File: src/fasp_pkg.sv
/*
  fasp_pkg: shared constants and types for the flash protection command block.
  assumes: used with fasp_cmd; nothing imported, every use is scoped.
*/
`default_nettype none

package fasp_pkg;

  // ------------------------------------------------------------------
  // opcodes
  // ------------------------------------------------------------------
  localparam logic [7:0] OP_READ_PROTECTION_CONFIG    = 8'h2b;
  localparam logic [7:0] OP_PROGRAM_PROTECTION_CONFIG = 8'h2f;
  localparam logic [7:0] OP_READ_LOCK_REGISTER        = 8'ha7;
  localparam logic [7:0] OP_CLEAR_LOCK_BIT            = 8'ha6;
  localparam logic [7:0] OP_SET_CONFIG_FREEZE         = 8'h91;
  localparam logic [7:0] OP_READ_SECRET               = 8'he7;
  localparam logic [7:0] OP_PROGRAM_SECRET            = 8'he8;
  localparam logic [7:0] OP_SECRET_UNLOCK             = 8'he9;
  localparam logic [7:0] OP_GANG_LOCK                 = 8'h7e;
  localparam logic [7:0] OP_GANG_UNLOCK               = 8'h98;
  localparam logic [7:0] OP_WRITE_ENABLE              = 8'h06;

  // ------------------------------------------------------------------
  // bit counts of each frame and the count ceiling BITS_MAX, in serial bits after chip select falls
  // ------------------------------------------------------------------
  localparam logic [6:0] BITS_OPCODE   = 7'h08;
  localparam logic [6:0] BITS_CFG_PROG = 7'h18;
  localparam logic [6:0] BITS_SECRET   = 7'h48;
  localparam logic [6:0] BITS_MAX      = 7'h7f;

  // ------------------------------------------------------------------
  // field positions and reset values
  // ------------------------------------------------------------------
  localparam int          CFG_SECRET_MODE_BIT = 2;
  localparam int          LOCK_BIT            = 0;
  localparam int          FREEZE_BIT          = 7;
  localparam logic [15:0] CFG_RESET           = 16'hffff;
  localparam logic [63:0] SECRET_RESET        = 64'hffff_ffff_ffff_ffff;
  localparam logic [7:0]  LOCK_RESET          = {7'h00, CFG_RESET[CFG_SECRET_MODE_BIT]};

  // ------------------------------------------------------------------
  // timing and sizes
  // ------------------------------------------------------------------
  localparam int          BUSY_CYCLES   = 16;
  localparam int          SECTOR_COUNT  = 128;

  // ------------------------------------------------------------------
  // types
  // ------------------------------------------------------------------
  typedef struct packed {
    logic       cs_n;
    logic       sck;
    logic [3:0] io;
  } fasp_pins_t;

  typedef enum logic [1:0] {
    ST_IDLE = 2'b01,
    ST_BUSY = 2'b10
  } fasp_state_t;

endpackage

`default_nettype wire

File: src/fasp_cmd.sv
/*
  fasp_cmd: serial flash command decoder for protection configuration, lock
  register, secret password and gang volatile sector lock commands.
  assumes: chip select, serial clock and io pins come from the host
  asynchronously and are sampled on clk_in; serial clock well below clk_in/4;
  four-line mode level comes from logic on clk_in.
*/
`timescale 1ns/100ps
`default_nettype none

module fasp_cmd #(
  parameter int SECTORS = fasp_pkg::SECTOR_COUNT,
  parameter int BUSY    = fasp_pkg::BUSY_CYCLES
) (
  // clock and reset
  input  wire logic               clk_in,
  input  wire logic               rst_in,
  // serial pins
  input  wire logic               cs_n_in,
  input  wire logic               sck_in,
  input  wire logic [3:0]         io_in,
  output logic      [3:0]         io_out,
  output logic      [3:0]         io_oe_out,
  // mode
  input  wire logic               four_line_command_mode_in,
  // state
  output logic                    write_in_progress_flag_out,
  output logic                    write_enable_latch_out,
  output logic      [15:0]        protection_config_out,
  output logic      [7:0]         lock_control_out,
  output logic      [SECTORS-1:0] volatile_sector_lock_bits_out
);

  // ------------------------------------------------------------------
  // byte order helper
  // ------------------------------------------------------------------
  function automatic logic [63:0] fasp_bswap(input logic [63:0] v);
    logic [63:0] r;
    r = 64'h0;
    for (int i = 0; i < 8; i++) begin
      r[8*i +: 8] = v[56-8*i +: 8];
    end
    return r;
  endfunction

  // ------------------------------------------------------------------
  // pin synchronisers
  // ------------------------------------------------------------------
  fasp_pkg::fasp_pins_t sync1_r;
  fasp_pkg::fasp_pins_t sync2_r;
  fasp_pkg::fasp_pins_t sync3_r;
  fasp_pkg::fasp_pins_t pins_now;

  always_comb begin
    pins_now.cs_n = cs_n_in;
    pins_now.sck  = sck_in;
    pins_now.io   = io_in;
  end

  always_ff @(posedge clk_in) begin
    if (rst_in) begin
      sync1_r <= '{cs_n: 1'b1, sck: 1'b0, io: 4'h0};
      sync2_r <= '{cs_n: 1'b1, sck: 1'b0, io: 4'h0};
      sync3_r <= '{cs_n: 1'b1, sck: 1'b0, io: 4'h0};
    end else begin
      sync1_r <= pins_now;
      sync2_r <= sync1_r;
      sync3_r <= sync2_r;
    end
  end

  logic sck_rise;
  logic sck_fall;
  logic cs_rise;

  always_comb begin
    sck_rise = sync2_r.sck & ~sync3_r.sck & ~sync2_r.cs_n;
    sck_fall = ~sync2_r.sck & sync3_r.sck & ~sync2_r.cs_n;
    cs_rise  = sync2_r.cs_n & ~sync3_r.cs_n;
  end

  // ------------------------------------------------------------------
  // state
  // ------------------------------------------------------------------
  fasp_pkg::fasp_state_t state_r, state_nxt;
  logic [6:0]          cnt_r, cnt_nxt;
  logic [7:0]          op_r, op_nxt;
  logic [63:0]         sh_r, sh_nxt;
  logic [63:0]         tx_r, tx_nxt;
  logic                rd_r, rd_nxt;
  logic [7:0]          pend_r, pend_nxt;
  logic [63:0]         pdata_r, pdata_nxt;
  logic [15:0]         busy_r, busy_nxt;
  logic [15:0]         cfg_r, cfg_nxt;
  logic [7:0]          lock_r, lock_nxt;
  logic [63:0]         pwd_r, pwd_nxt;
  logic [SECTORS-1:0]  dyb_r, dyb_nxt;
  logic                wel_r, wel_nxt;
  logic [3:0]          io_r, io_nxt;
  logic [3:0]          oe_r, oe_nxt;

  // ------------------------------------------------------------------
  // next state
  // ------------------------------------------------------------------
  logic       quad;
  logic       secret_mode;
  logic [6:0] step;
  logic [6:0] cnt_add;
  logic [7:0] op_full;
  logic       start;

  always_comb begin
    quad        = four_line_command_mode_in;
    secret_mode = ~cfg_r[fasp_pkg::CFG_SECRET_MODE_BIT];
    step        = quad ? 7'h04 : 7'h01;
    cnt_add     = (cnt_r > fasp_pkg::BITS_MAX - step) ? fasp_pkg::BITS_MAX : cnt_r + step;
    op_full     = quad ? {op_r[3:0], sync2_r.io} : {op_r[6:0], sync2_r.io[0]};
    start       = 1'b0;
    state_nxt   = state_r;
    cnt_nxt     = cnt_r;
    op_nxt      = op_r;
    sh_nxt      = sh_r;
    tx_nxt      = tx_r;
    rd_nxt      = rd_r;
    pend_nxt    = pend_r;
    pdata_nxt   = pdata_r;
    busy_nxt    = busy_r;
    cfg_nxt     = cfg_r;
    lock_nxt    = lock_r;
    pwd_nxt     = pwd_r;
    dyb_nxt     = dyb_r;
    wel_nxt     = wel_r;
    io_nxt      = io_r;
    oe_nxt      = oe_r;

    // shift in on serial clock rise
    if (sck_rise) begin
      cnt_nxt = cnt_add;
      if (cnt_r < fasp_pkg::BITS_OPCODE) begin
        op_nxt = op_full;
        if (cnt_add == fasp_pkg::BITS_OPCODE) begin
          unique case (op_full)
            fasp_pkg::OP_READ_PROTECTION_CONFIG: begin
              rd_nxt = 1'b1;
              tx_nxt = {4{cfg_r[7:0], cfg_r[15:8]}};
            end
            fasp_pkg::OP_READ_LOCK_REGISTER: begin
              rd_nxt = ~quad;
              tx_nxt = {8{lock_r}};
            end
            fasp_pkg::OP_READ_SECRET: begin
              rd_nxt = ~quad & ~secret_mode;
              tx_nxt = fasp_bswap(pwd_r);
            end
            default: rd_nxt = 1'b0;
          endcase
        end
      end else if (quad) begin
        sh_nxt = {sh_r[59:0], sync2_r.io};
      end else begin
        sh_nxt = {sh_r[62:0], sync2_r.io[0]};
      end
    end

    // drive read data on serial clock fall, rotating so the value repeats
    if (sck_fall && rd_r) begin
      if (quad) begin
        io_nxt = tx_r[63:60];
        oe_nxt = 4'hf;
        tx_nxt = {tx_r[59:0], tx_r[63:60]};
      end else begin
        io_nxt = {2'b00, tx_r[63], 1'b0};
        oe_nxt = 4'h2;
        tx_nxt = {tx_r[62:0], tx_r[63]};
      end
    end

    // end of frame
    if (sync2_r.cs_n) begin
      cnt_nxt = 7'h00;
      rd_nxt  = 1'b0;
      oe_nxt  = 4'h0;
    end

    // command execution on chip select rise
    if (cs_rise && state_r == fasp_pkg::ST_IDLE) begin
      unique case (op_r)
        fasp_pkg::OP_WRITE_ENABLE: begin
          if (cnt_r == fasp_pkg::BITS_OPCODE) begin
            wel_nxt = 1'b1;
          end
        end
        fasp_pkg::OP_PROGRAM_PROTECTION_CONFIG: begin
          start     = wel_r && cnt_r == fasp_pkg::BITS_CFG_PROG;
          pdata_nxt = {48'h0, sh_r[7:0], sh_r[15:8]};
        end
        fasp_pkg::OP_CLEAR_LOCK_BIT: begin
          start = wel_r && !secret_mode && cnt_r == fasp_pkg::BITS_OPCODE;
        end
        fasp_pkg::OP_SET_CONFIG_FREEZE: begin
          start = wel_r && cnt_r == fasp_pkg::BITS_OPCODE;
        end
        fasp_pkg::OP_PROGRAM_SECRET: begin
          start     = wel_r && !secret_mode && cnt_r == fasp_pkg::BITS_SECRET;
          pdata_nxt = fasp_bswap(sh_r);
        end
        fasp_pkg::OP_SECRET_UNLOCK: begin
          start     = cnt_r == fasp_pkg::BITS_SECRET;
          pdata_nxt = fasp_bswap(sh_r);
        end
        fasp_pkg::OP_GANG_LOCK, fasp_pkg::OP_GANG_UNLOCK: begin
          start = wel_r && cnt_r != 7'h00 && cnt_r[2:0] == 3'h0;
        end
        default: start = 1'b0;
      endcase
      if (start) begin
        state_nxt = fasp_pkg::ST_BUSY;
        pend_nxt  = op_r;
        busy_nxt  = 16'(BUSY - 1);
      end
    end

    // internal operation; effects land at completion
    if (state_r == fasp_pkg::ST_BUSY) begin
      if (busy_r != 16'h0000) begin
        busy_nxt = busy_r - 16'h0001;
      end else begin
        state_nxt = fasp_pkg::ST_IDLE;
        unique case (pend_r)
          fasp_pkg::OP_PROGRAM_PROTECTION_CONFIG: begin
            cfg_nxt = pdata_r[15:0];
            wel_nxt = 1'b0;
          end
          fasp_pkg::OP_CLEAR_LOCK_BIT: begin
            lock_nxt[fasp_pkg::LOCK_BIT] = 1'b0;
            wel_nxt                      = 1'b0;
          end
          fasp_pkg::OP_SET_CONFIG_FREEZE: begin
            lock_nxt[fasp_pkg::FREEZE_BIT] = 1'b1;
            wel_nxt                        = 1'b0;
          end
          fasp_pkg::OP_PROGRAM_SECRET: begin
            pwd_nxt = pdata_r;
            wel_nxt = 1'b0;
          end
          fasp_pkg::OP_SECRET_UNLOCK: begin
            if (pdata_r == pwd_r) begin
              lock_nxt[fasp_pkg::LOCK_BIT] = 1'b1;
            end
          end
          fasp_pkg::OP_GANG_LOCK: begin
            dyb_nxt = '0;
          end
          fasp_pkg::OP_GANG_UNLOCK: begin
            dyb_nxt = '1;
          end
          default: pend_nxt = pend_r;
        endcase
      end
    end
  end

  // ------------------------------------------------------------------
  // registers
  // ------------------------------------------------------------------
  always_ff @(posedge clk_in) begin
    if (rst_in) begin
      state_r <= fasp_pkg::ST_IDLE;
      cnt_r   <= 7'h00;
      op_r    <= 8'h00;
      sh_r    <= 64'h0;
      tx_r    <= 64'h0;
      rd_r    <= 1'b0;
      pend_r  <= 8'h00;
      pdata_r <= 64'h0;
      busy_r  <= 16'h0000;
      cfg_r   <= fasp_pkg::CFG_RESET;
      lock_r  <= fasp_pkg::LOCK_RESET;
      pwd_r   <= fasp_pkg::SECRET_RESET;
      dyb_r   <= '1;
      wel_r   <= 1'b0;
      io_r    <= 4'h0;
      oe_r    <= 4'h0;
    end else begin
      state_r <= state_nxt;
      cnt_r   <= cnt_nxt;
      op_r    <= op_nxt;
      sh_r    <= sh_nxt;
      tx_r    <= tx_nxt;
      rd_r    <= rd_nxt;
      pend_r  <= pend_nxt;
      pdata_r <= pdata_nxt;
      busy_r  <= busy_nxt;
      cfg_r   <= cfg_nxt;
      lock_r  <= lock_nxt;
      pwd_r   <= pwd_nxt;
      dyb_r   <= dyb_nxt;
      wel_r   <= wel_nxt;
      io_r    <= io_nxt;
      oe_r    <= oe_nxt;
    end
  end

  // ------------------------------------------------------------------
  // outputs
  // ------------------------------------------------------------------
  always_comb begin
    io_out                        = io_r;
    io_oe_out                     = oe_r;
    write_in_progress_flag_out    = state_r[1];
    write_enable_latch_out        = wel_r;
    protection_config_out         = cfg_r;
    lock_control_out              = lock_r;
    volatile_sector_lock_bits_out = dyb_r;
  end

endmodule // fasp_cmd

`default_nettype wire

File: config.mk
export PLATFORM = sky130hd
export DESIGN_NAME = fasp_cmd
export DESIGN_NICKNAME = d
export VERILOG_FILES = /design/src/fasp_pkg.sv /design/src/fasp_cmd.sv
export SDC_FILE = /design/constraint.sdc
export NUM_CORES = 1
export LEC_CHECK = 0
export ABC_AREA = 1
export BUFFER_PORTS_ARGS = -buffer_cell sky130_fd_sc_hd__buf_2
export CORE_MARGIN = 10
export CORE_UTILIZATION = 64
export CTS_CLUSTER_SIZE = 40
export DETAILED_ROUTE_END_ITERATION = 8
export PLACE_DENSITY = 0.85
export SETUP_SLACK_MARGIN = 0.15
export SLEW_MARGIN = 20
export SYNTH_ARGS = -nofsm -noshare
export SYNTH_HDL_FRONTEND = slang
export SYNTH_SLANG_ARGS = --single-unit
File: constraint.sdc
create_clock -name clk_in -period 7.5 [get_ports clk_in]
set_input_delay 0 -clock clk_in [delete_from_list [all_inputs] [get_ports clk_in]]
set_output_delay 0 -clock clk_in [all_outputs]
set_load 0.005 [all_outputs]
# After elaboration in Yosys (flattened, before gate mapping)
# Index checks and enable logic that the tools add are counted.
# W data, S select, Z words.
word_totals:
  out_inout_bits: 162
  reg_bits: 467
  in_bits: 9
classes:
  reduce_logical: 34
  n_mux: 38
  n_addsub: 3
  magnitude_cmp: 2
  n_eq_ne: 27
  n_bitwise: 13
op_table:
  columns: ["cell", "count"]
  rows:
  - ["$mux W64", 6]
  - ["$pmux W128 S2", 1]
  - ["$pmux W64 S3", 1]
  - ["$pmux W64 S2", 1]
  - ["$eq A8 B8 Y1 const B", 12]
  - ["$eq A64 B64 Y1", 1]
  - ["$mux W16", 4]
  - ["$mux W8", 6]
  - ["$eq A8 B6 Y1 const B", 3]
  - ["$eq A8 B7 Y1 const B", 2]
  - ["$reduce_bool A16 Y1", 1]
  - ["$sub A16 B1 Y16 const B", 1]
  - ["$reduce_and A3 Y1", 5]
  - ["$eq A7 B4 Y1 const B", 2]
  - ["$reduce_bool A2 Y1", 6]
  - ["$logic_and A1 B1 Y1", 9]
  - ["$eq A8 B3 Y1 const B", 1]
  - ["$mux W1", 8]
  - ["$mux W2", 4]
  - ["$mux W4", 2]
  - ["$reduce_and A4 Y1", 2]
  - ["$add A7 B3 Y7", 1]
  - ["$eq A7 B5 Y1 const B", 1]
  - ["$eq A7 B7 Y1 const B", 1]
  - ["other kinds (21)", 36]

# Depth between registers and ports, before layout
# Gate-level depths: netlist (run 1).
depth:
  depth_word: 10
  depth_mapped: 19
  mapped_depth_nobuf: 14

# Worst setup path before layout (run 1)
# Ideal clock, no wire load.
synth_timing:
  path_kind: "reg-to-output"
  from: "register, netlist name volatile_sector_lock_bits_out[126]"
  to: "output port volatile_sector_lock_bits_out[100]"
  n_path_buf: 1
  t_arrival_ns: 2.732
  slack_ns: 4.768
  path_stages_with_launch: 2
  cell_sequence: "dfxtp_1 buf_4"
synth_rtl:
  columns: ["item", "line_no", "rtl"]
  rows:
  - ["to (decl)", "fasp_cmd.sv:31", "output logic [SECTORS-1:0] volatile_sector_lock_bits_out"]

# Worst setup path after layout (run 1)
layout_timing:
  from: "input port four_line_command_mode_in"
  to: "register tx_r[55]"
layout_via:
  elab_chain_len: 7
layout_lines:
  columns: ["item", "line_no", "rtl"]
  rows:
  - ["from (decl)", "fasp_cmd.sv:25", "input wire logic four_line_command_mode_in,"]
  - ["$mux W3 / $mux W8 (equally long branches)", "fasp_cmd.sv:115, fasp_cmd.sv:117", null]
  - ["$sub A1 B4 Y5, or another cell as far along", "fasp_cmd.sv:116", "cnt_add = (cnt_r > fasp_pkg::BITS_MAX - step) ? fasp_pkg::BITS_MAX : cnt_r + step;"]
  - ["$gt A7 B7 Y1 / $pmux W64 S3 (equally long branches)", "fasp_cmd.sv:116, fasp_cmd.sv:142", null]
  - ["$mux W7 / $mux W64 (equally long branches)", "fasp_cmd.sv:116, fasp_cmd.sv:141", null]
  - ["$eq A7 B4 Y1 / $mux W64 (equally long branches)", "fasp_cmd.sv:141, fasp_cmd.sv:139", null]
  - ["$reduce_bool A2 Y1 (no line) / $mux W64 (equally long branches)", null, null]
  - ["$reduce_and A4 Y1 (no line) / $mux W64 (equally long branches)", null, null]
  - ["to (signal assigned)", "fasp_cmd.sv:289", "tx_r <= tx_nxt;"]
  - ["to (decl)", "fasp_cmd.sv:89", "logic [63:0] tx_r, tx_nxt;"]
# Parallel ways exist; a longest one is shown, timed or not. The select of a mux whose other input is x is not followed.
# A chain may end at the register's enable or synchronous reset.

==> results of run 1 <==
## power by group through the flow
stage	Clock [W]	Sequential [W]	Combinational, W
final	0.00184	0.00180	0.0000806
after global routing	0.00193	0.00180	0.0000886
after CTS	0.00186	0.00180	0.0000772
after detailed placement	0	0.00184	0.0000742
after global placement	0	0.00184	0.0000735
after floorplan	0	0.00184	0.0000606
## sequential cells by signal, indices dropped and copies added (netlist names), 8 cells and up
name / flops
pend_r: 8
busy_r: 16
pwd_r: 64
tx_r: 64
pdata_r: 64
protection_config_out: 16
op_r: 8
sh_r: 64
## synth_stat cells, types with 8 or more instances
cell                       count  area (um^2)
sky130_fd_sc_hd__nand4_1      22          138
sky130_fd_sc_hd__xor2_1       11         96.3
sky130_fd_sc_hd__nand2_1     697         2620
sky130_fd_sc_hd__xnor2_1      49          429
sky130_fd_sc_hd__nor3_1       10         50.1
sky130_fd_sc_hd__inv_1       148          556
sky130_fd_sc_hd__buf_4       138         1040
sky130_fd_sc_hd__nor2_1      250          938
sky130_fd_sc_hd__dfxtp_1     338         6770
sky130_fd_sc_hd__o21ai_0     190          951
sky130_fd_sc_hd__inv_2         9         33.8
sky130_fd_sc_hd__o21ai_1      30          150
sky130_fd_sc_hd__buf_2        29          145
sky130_fd_sc_hd__buf_1        22         82.6
sky130_fd_sc_hd__a31oi_1      79          494
sky130_fd_sc_hd__a21oi_1      91          455
sky130_fd_sc_hd__clkbuf_1    103          387
sky130_fd_sc_hd__nand3_1     277         1390
sky130_fd_sc_hd__o211ai_1     40          300
sky130_fd_sc_hd__or2_2         8         50.1
## final cells by class
type                            instances  area, um^2  area share (%)
Multi-Input combinational cell       1795        8430            45.6
Clock buffer                           44        1020            5.53
Clock inverter                         17         204            1.10
Sequential cell                       338        6770            36.6
Timing Repair Buffer                  189        1050            5.67
Inverter                              158         601            3.25
Tap cell                              341         427            2.31
## worst max-delay path: stages
cell and delay, ns:
sky130_fd_sc_hd__buf_4 0.56, sky130_fd_sc_hd__buf_4 0.71, sky130_fd_sc_hd__o21a_1 0.28, sky130_fd_sc_hd__nand2_1 0.10
sky130_fd_sc_hd__nor2_4 0.09, sky130_fd_sc_hd__buf_4 0.48, sky130_fd_sc_hd__nand2_2 0.34, sky130_fd_sc_hd__nand2_2 0.19
sky130_fd_sc_hd__nand3_4 0.30, sky130_fd_sc_hd__nand2_4 0.77, sky130_fd_sc_hd__inv_2 0.37, sky130_fd_sc_hd__nor2_1 0.20
sky130_fd_sc_hd__nor2_1 0.05
## how the worst max path moves through the flow
stage,endpoint,slack (ns),start
finish,tx_r[55]$_SDFFE_PP0P_,3.42,four_line_command_mode_in
global route,tx_r[3]$_SDFFE_PP0P_,2.93,four_line_command_mode_in
CTS,tx_r[55]$_SDFFE_PP0P_,3.47,four_line_command_mode_in
detailed placement,tx_r[55]$_SDFFE_PP0P_,2.94,four_line_command_mode_in
global placement,tx_r[39]$_SDFFE_PP0P_,3.03,four_line_command_mode_in
floorplan,volatile_sector_lock_bits_out[100],4.77,volatile_sector_lock_bits_out[126]$_SDFFE_PP1P_
## routing by layer
metal  vias up  wire length (um)  global-route usage (%)  part of all wire [%]
li1       8155                 -                       -                     -
met1      7628             20500                    37.4                    43
met2       812             20700                    41.1                    44
met3        87              4980                    3.92                    11
met4         2              1110                    7.64                   2.4
met5         -                16                       0                 0.034
## cells by family (layout without fill, tap and decap cells)
| kind of cell | count (synthesis) | count (layout) | share of synthesized area [%] |
|---|---|---|---|
| other | 1 | 6 | 0.0214 |
| adders and majority gates | 5 | 5 | 0.358 |
| buffers and inverters | 457 | 408 | 13.3 |
| AOI/OAI and AO/OA | 441 | 441 | 13.9 |
| xor gates and xnor gates | 60 | 60 | 3.00 |
| and+or+nand+nor | 1283 | 1283 | 30.7 |
| DFF | 338 | 338 | 38.7 |
## repair_timing
action,CTS,global route
hold buffers,7,0
hold endpoints to repair,13,0
gates resized for setup,0,0
## stage by stage
step	std cells	worst slack [ns]	power, W	hold slack (ns)	util [%]
2_1_floorplan	2590	4.77	0.00190	0.104	-
3_3_place_gp	2813	3.03	0.00191	0.201	63.7
3_5_place_dp	2813	2.94	0.00192	0.206	63.7
4_1_cts	2881	3.47	0.00374	0.0735	68.5
5_1_grt	2882	2.93	0.00382	0.128	68.6
6_report	2882	3.42	0.00373	0.0816	68.6
==> run summary, run 1 <==
Counting flops with an async set or reset pin after synthesis yields a share of 0%. Entering global routing, the biggest net connects 174 pins. The number of vias per cell was 5.79; the final weighted congestion in routability-driven placement was 1.01.

Counting cells, the worst reg-to-reg path comes to 12. The analysis attributes to cell leakage a power of 7.33 nW. Power spread over the standard cell area amounts to 201 nW/um^2.

Leading cell type in the layout, fill and taps excluded: sky130_fd_sc_hd__nand2_1. For the DRC violation count after routing, the log shows 0. The min-delay analysis places its worst path in the category primary input to flop.

The detail route stage leaves a number of antenna-violating nets equal to 0. The die is 185 um wide. Global-route congestion overflow total: 0. The internal portion of the total power is 0.00292 W. Setup repair after global routing left no endpoint under its margin.

For this configuration, the core starts out at a cell density of 64.9%. The routed design could run at a clock period as short as 4.08 ns. The tools report the count of synthesis-stage warnings from yosys as 0. For the global-route wire length before repair, the log shows 75.2 mm.

Setup slack on the worst reg-to-reg path comes out at 3.52 ns. The number of clock buffers added by TritonCTS is 36. Before antenna repair, the detailed router went through 6 iterations. The finished cells cover 18500 um^2. Net switching is 21.5% of the power. The most used flip-flop cell after synthesis is sky130_fd_sc_hd__dfxtp_1. After clock tree synthesis, the clock-pin slew on the worst setup and hold paths is 0.06 ns. The share of total power dissipated in combinational logic is 2.2%. For the HPWL reported at the end of detailed placement, the log shows 31.8 mm. The average size of a mapped cell works out to 6.77 um^2. Clock latency on the worst-skew pair, taken at its later pin, is 0.53 ns. The tools report the worst hold path startpoint as four_line_command_mode_in.

The post-route netlist has 11.1% of its cells at a drive strength greater than 1. The tools report the final layout net count as 2532. The final routed wirelength across all metal layers was 47.2 mm; the number of register bits inferred by synthesis was 338. For the core region area, the log shows 27000 um^2. In the final routed layout, each cell accounts on average for 16.4 um.

Setup violations remaining at the end of the flow were counted as 0. Worst voltage drop across the vdd grid: 0.000180 V. The sequential-to-total area share from yosys stat is 38.7%. The logs give 2 for the H-tree depth reported by CTS and 0.0145 ns for the clock skew after layout.

The run gives 4.49 ns as the data arrival time of the critical path. In this run the critical register-to-register path is captured at tx_r[55]$_SDFFE_PP0P_. The worst hold path passes through 3 cells. STA classifies the critical path endpoint as a flop. After clock tree synthesis, the setup repair step added 0 buffers. CTS saw 338 sinks.

The number of I/O pins is 171. The tools report the count of pins over their slew limit as 0. Leaving out fill and tap cells, the most frequent cells in the layout are sky130_fd_sc_hd__nand2_1, sky130_fd_sc_hd__dfxtp_1, sky130_fd_sc_hd__nand3_1.

Summing every instance area after synthesis gives 17500 um^2. Measured against its own limit, the worst slew margin works out to 29.4%. The post-synthesis cell count was 2585; the count of standard-cell rows was 60. The final route contains 16684 vias. The tools report the number of distinct library cells after synthesis as 45. The slew of the pin with the lowest slew margin was 1.06 ns; the overall fraction of global-route tracks in use was 26.5%. The type of the worst setup path was primary input to flop. The tools report the via count of the first global-routing pass as 14449. The count of inserted antenna diode cells was 0; the placement-stage cell area was 17200 um^2. The path with the worst hold slack has its endpoint at sh_r[61]$_SDFFE_PP0P_. The cell at the root of the clock tree was sky130_fd_sc_hd__clkbuf_16.

The tools report the overall die area as 34300 um^2. The DRC marker count from the first detailed-route iteration is 2306, and the final period utilization is 54.4%. Measured along the y axis, the die boundary spans 185 um. For this run, the top clock speed supported by timing is 245 MHz. TritonCTS built the clock tree. Per report_power, the clock group accounts for 49.5% of the total.

STA classifies the critical path startpoint as a primary input. The number of filler cells placed in the layout is 2281, and the worst-path maximum fanout is 87. The final-report hold violation count is 0. STA puts the critical path data required time at 7.92 ns. The max capacitance violation total was 0.

The maximum number of buffers from clock root to sink came out at 3. The synthesized design contains 0 enable-type register cells. During placement, the flow inserted port buffers numbering 164. The worst register-to-register path begins at op_r[1]$_SDFFE_PP0P_. Summed negative setup slack over all endpoints: 0 ns. The run finished with clean final reports. The number of antenna violations at the first check in global routing is 1, and the post-synthesis to final-layout area growth is 5.77%. Registers are responsible for 48.3% of the overall power. Summed over all nets, the switching power comes to 0.000802 W.
Power figures use the tool's default switching activity.
==> inputs of run 2 (changes only) <==
--- a/config.mk
+++ b/config.mk
@@ -5,13 +5,13 @@
 export SDC_FILE = /design/constraint.sdc
 export NUM_CORES = 1
 export LEC_CHECK = 0
-export ABC_AREA = 1
+export ABC_AREA = 0
 export BUFFER_PORTS_ARGS = -buffer_cell sky130_fd_sc_hd__buf_2
 export CORE_MARGIN = 10
-export CORE_UTILIZATION = 64
+export CORE_UTILIZATION = 54
 export CTS_CLUSTER_SIZE = 40
 export DETAILED_ROUTE_END_ITERATION = 8
-export PLACE_DENSITY = 0.85
+export PLACE_DENSITY = 0.77
 export SETUP_SLACK_MARGIN = 0.15
 export SLEW_MARGIN = 20
 export SYNTH_ARGS = -nofsm -noshare
==> constraint.sdc (replaced) <==
create_clock -name clk_in -period 3.36 [get_ports clk_in]
set_input_delay 0 -clock clk_in [delete_from_list [all_inputs] [get_ports clk_in]]
set_output_delay 0 -clock clk_in [all_outputs]
set_load 0.005 [all_outputs]
==> run summary, run 2 <==
The final design area excluding fillers is 18300 um^2, and the maximum number of pins on one net before global-route repair is 128. The switching portion of total power is 20.8%, and the via count of the first global-routing pass is 12829. In this run the tool buffered the top-level ports with 164 buffer cells. The count of standard-cell rows is 64.

The share of the Yosys chip area taken by registers is 40.3%. For the count of pins over their slew limit, the log shows 0. Summing the areas of all xor and xnor instances in the mapped netlist gives 3.49% of the synthesized area. The clock network accounts for 49.9% of the total power. In this run the clock root is driven by a sky130_fd_sc_hd__clkbuf_16. The largest stage delay on the critical path is 0.69 ns. The worst reg2reg path depth was 9; the count of inserted antenna diode cells was 0. For this run, the detailed router's first-pass iteration total came to 6.

The logs give 0.31 ns for the worst reg-to-reg setup slack and 0 ns for the summed negative setup slack over all endpoints. In this run, post-CTS repair resized a total of 0 instances. Data on the critical path is required at its endpoint by 3.75 ns. The overall die width is 196 um.

Global routing used 21.9% of the available tracks across all layers. For this run, the number of Yosys warnings is 0. For this run the aggregate overflow at the end of global routing stands at 0. The overall die area is 38600 um^2. At the end of routability-driven placement, the weighted congestion stood at 0.876. For this design the ratio of total power to cell area is 460 nW/um^2. The run gives 2.4% as the combinational fraction of design power. For hold timing, the worst endpoint is sync1_r[5]$_SDFF_PP1_. The tools report the type of element launching the critical path as a flop. On the final layout, the worst clock skew is 0.0170 ns.

The multiplexer share of the synthesized area is 14.2%. Summed over all cells, the static leakage comes to 6.52 nW. TritonCTS built the clock tree. The synthesized netlist devotes 17.1% of its cell area to compound gates. The internal portion of the total power is 0.00667 W.

Across all setup checks in the final design, the least slack found is 0.305 ns. The tools report the element type at the critical path end as a flop. Ranked by total cell area, the synthesized netlist is headed by sky130_fd_sc_hd__dfxtp_1, sky130_fd_sc_hd__mux2i_1, sky130_fd_sc_hd__buf_4, sky130_fd_sc_hd__nand2_1, sky130_fd_sc_hd__a211oi_1. The average size of a mapped cell works out to 9.04 um^2.

The worst slack at placement was 0.268 ns. For the final-report hold violation count, the log shows 0. The type of the worst setup path was flop to flop.

Across the VDD grid, the largest voltage drop is 0.000303 V. The post-synthesis cell count is 1859, and the data arrival time of the critical path is 3.45 ns. The DRC violation count after routing is 0. In this run the deepest clock path goes through 3 buffers. The tools report the switching power total as 0.00175 W. The critical path starts at busy_r[0]$_SDFF_PP0_. Leaving out fill and tap cells, the most frequent cell in the layout is sky130_fd_sc_hd__dfxtp_1. After synthesis the cells add up to 16800 um^2. The first routing iteration left 1535 violations.

The count of nets left with antenna violations once routing finished came out at 0. The endpoint identified for the worst register-to-register timing path is pwd_r[22]$_SDFFE_PP1P_. The number of stages on the worst hold path was 3. The worst-path maximum fanout works out to 38. The die span in y is 196 um. The first global-routing pass estimated 71.1 mm of wire. The total clock sinks came out at 338.

In the final layout, the share of cells above drive strength 1 is 15.2%. The main combinational cell family by area after synthesis was compound AO/OA/AOI/OAI gates. The clock latency at the later pin of the worst-skew pair is 0.53 ns, and the number of antenna violations at the first check in global routing is 0.

Detailed placement finished with a half-perimeter wire length of 30.6 mm. The startpoint identified for the worst register-to-register timing path is busy_r[0]$_SDFF_PP0_. The signal on the critical path passes through inv_1 > ha_1 > nand2b_1 > or4b_1 > or4_4 > nor2_8 > buf_12 > mux2i_1 > nand2_1.

CTS built an H-tree with a depth of 2. The max capacitance violation total was 0; the clock slew at the register clock pins of the worst setup and hold paths was 0.06 ns. The top cell types in the final layout, fill and taps aside, are sky130_fd_sc_hd__dfxtp_1, sky130_fd_sc_hd__mux2i_1, sky130_fd_sc_hd__nand2_1. After the last flow step, the layout net total stands at 1855. Setup violations remaining at the end of the flow were counted as 0. Synthesis instantiated 71 different standard cells from the library.

The proportion of synthesized flip-flops having asynchronous set or reset was 0%. The tools report the vias after detailed routing as 13779. In this run, CTS created clock tree buffers numbering 35. The remaining max-slew budget at the tightest pin was 31.1%; the fraction of the mapped netlist area in simple logic gates was 14.4%.

The slowest stage of the critical path belongs to the cell sky130_fd_sc_hd__or4b_1. In this run the standard cell core region covers 30700 um^2. Worst hold path startpoint: cs_n_in. From synthesis to final layout, the design area changed by 9.07%. Dominant register cell in the synthesized netlist: sky130_fd_sc_hd__dfxtp_1. The slew of the pin with the lowest slew margin was 1.03 ns. The run finished with clean final reports. By instance count, the leading cell after synthesis is sky130_fd_sc_hd__dfxtp_1.

Setup repair after global routing left no endpoint under its margin. Class of the most critical hold timing path: primary input to flop. Power comes to 0.00842 W. In the final routed layout, each cell accounts on average for 19.8 um.

The placement-stage cell area is 16800 um^2. The final critical path takes up 90.9% of the cycle. Of the post-synthesis cell area, the dominant cell type holds 40.3%.

Dividing the detail-routed via count by the number of cells gives 6.09. Static timing analysis puts the maximum clock frequency at 327 MHz. Counting instances in the post-synthesis netlist gives the leading cell types as sky130_fd_sc_hd__dfxtp_1, sky130_fd_sc_hd__mux2i_1, sky130_fd_sc_hd__nand2_1. Counting flops and latches in the post-synthesis netlist gives 338. The tools report the number of I/O pins as 171.

The synthesized design contains 0 enable-type register cells. For this block, the routed nets add up to 44.8 mm of wire. Of the total synthesized cell area, the portion taken by full adders, half adders and majority gates is 0.372%. Sequential power share: 47.8%. Top cell type by total area after synthesis: sky130_fd_sc_hd__dfxtp_1. For this configuration, the core starts out at a cell density of 54.8%.

The routed design could run at a clock period as short as 3.05 ns.
[run 2: changes by cell type after synthesis, sizes merged, moves of 83 or more]
cell	previous run	this run
nor2	255	172
nand3	280	32
nand2	701	193
mux2i	0	237
inv	157	10
a211oi	2	89
o21ai	221	12
[run 2: metal layers]
metal	up-vias	global-route usage, %	routed length, um	part of all wire (%)
met5	-	0	0	0
met4	0	6.62	1090	2.4
met3	71	3.95	3720	8.3
met2	592	34.2	20300	45
met1	6597	30.3	19600	44
li1	6519	-	-	-
[run 2: worst max-delay path by stage]
stage / end
finish: pwd_r[22]$_SDFFE_PP1P_
CTS: pwd_r[22]$_SDFFE_PP1P_
floorplan: tx_r[57]$_SDFFE_PP0P_
global placement: pwd_r[25]$_SDFFE_PP1P_
detailed placement: pwd_r[43]$_SDFFE_PP1P_
global route: pwd_r[37]$_SDFFE_PP1P_
[run 2: final cells by class]
cell class	instances	area, um^2
Sequential cell	338	6770
Timing Repair Buffer	218	1370
Clock buffer	50	1050
Inverter	11	41.3
Tap cell	396	495
Multi-Input combinational cell	1237	8380
Clock inverter	11	218
Fill cell	2520	12300
[run 2: cells by family (layout without fill, tap and decap cells)]
kind of cell	count (synthesis)	count (layout)
simple gates	522	522
buf+inv	289	290
fa+ha+maj	5	5
xor+xnor	67	67
compound gates	399	399
other cells	1	6
mux	238	238
flops	338	338
[run 2: critical path: cells and delay by family, from the launching register on]
kind	cells	cell delay (ns)
buf+inv	2	0.36
flops	1	0.33
mux	1	0.25
simple gates	5	1.75
fa+ha+maj	1	0.20
[run 2: timing repair]
action	in CTS	in global routing
setup endpoints to repair	0	38
hold buffers	13	0
hold endpoints to repair	38	0
setup buffers	0	7
[run 2: through the flow]
stage	hold slack, ns	utilization, %	std cells
2_1_floorplan	0.104	-	1864
3_3_place_gp	0.191	54.9	2179
3_5_place_dp	0.196	54.9	2179
4_1_cts	0.209	59.5	2253
5_1_grt	0.233	59.7	2261
6_report	0.213	59.7	2261
[run 2: power by group through the flow]
stage | logic, W | clock network [W] | registers (W)
finish | 0.000199 | 0.00420 | 0.00402
global route | 0.000213 | 0.00442 | 0.00402
CTS | 0.000195 | 0.00424 | 0.00402
detailed placement | 0.000183 | 0 | 0.00411
global placement | 0.000182 | 0 | 0.00411
floorplan | 0.000152 | 0 | 0.00411
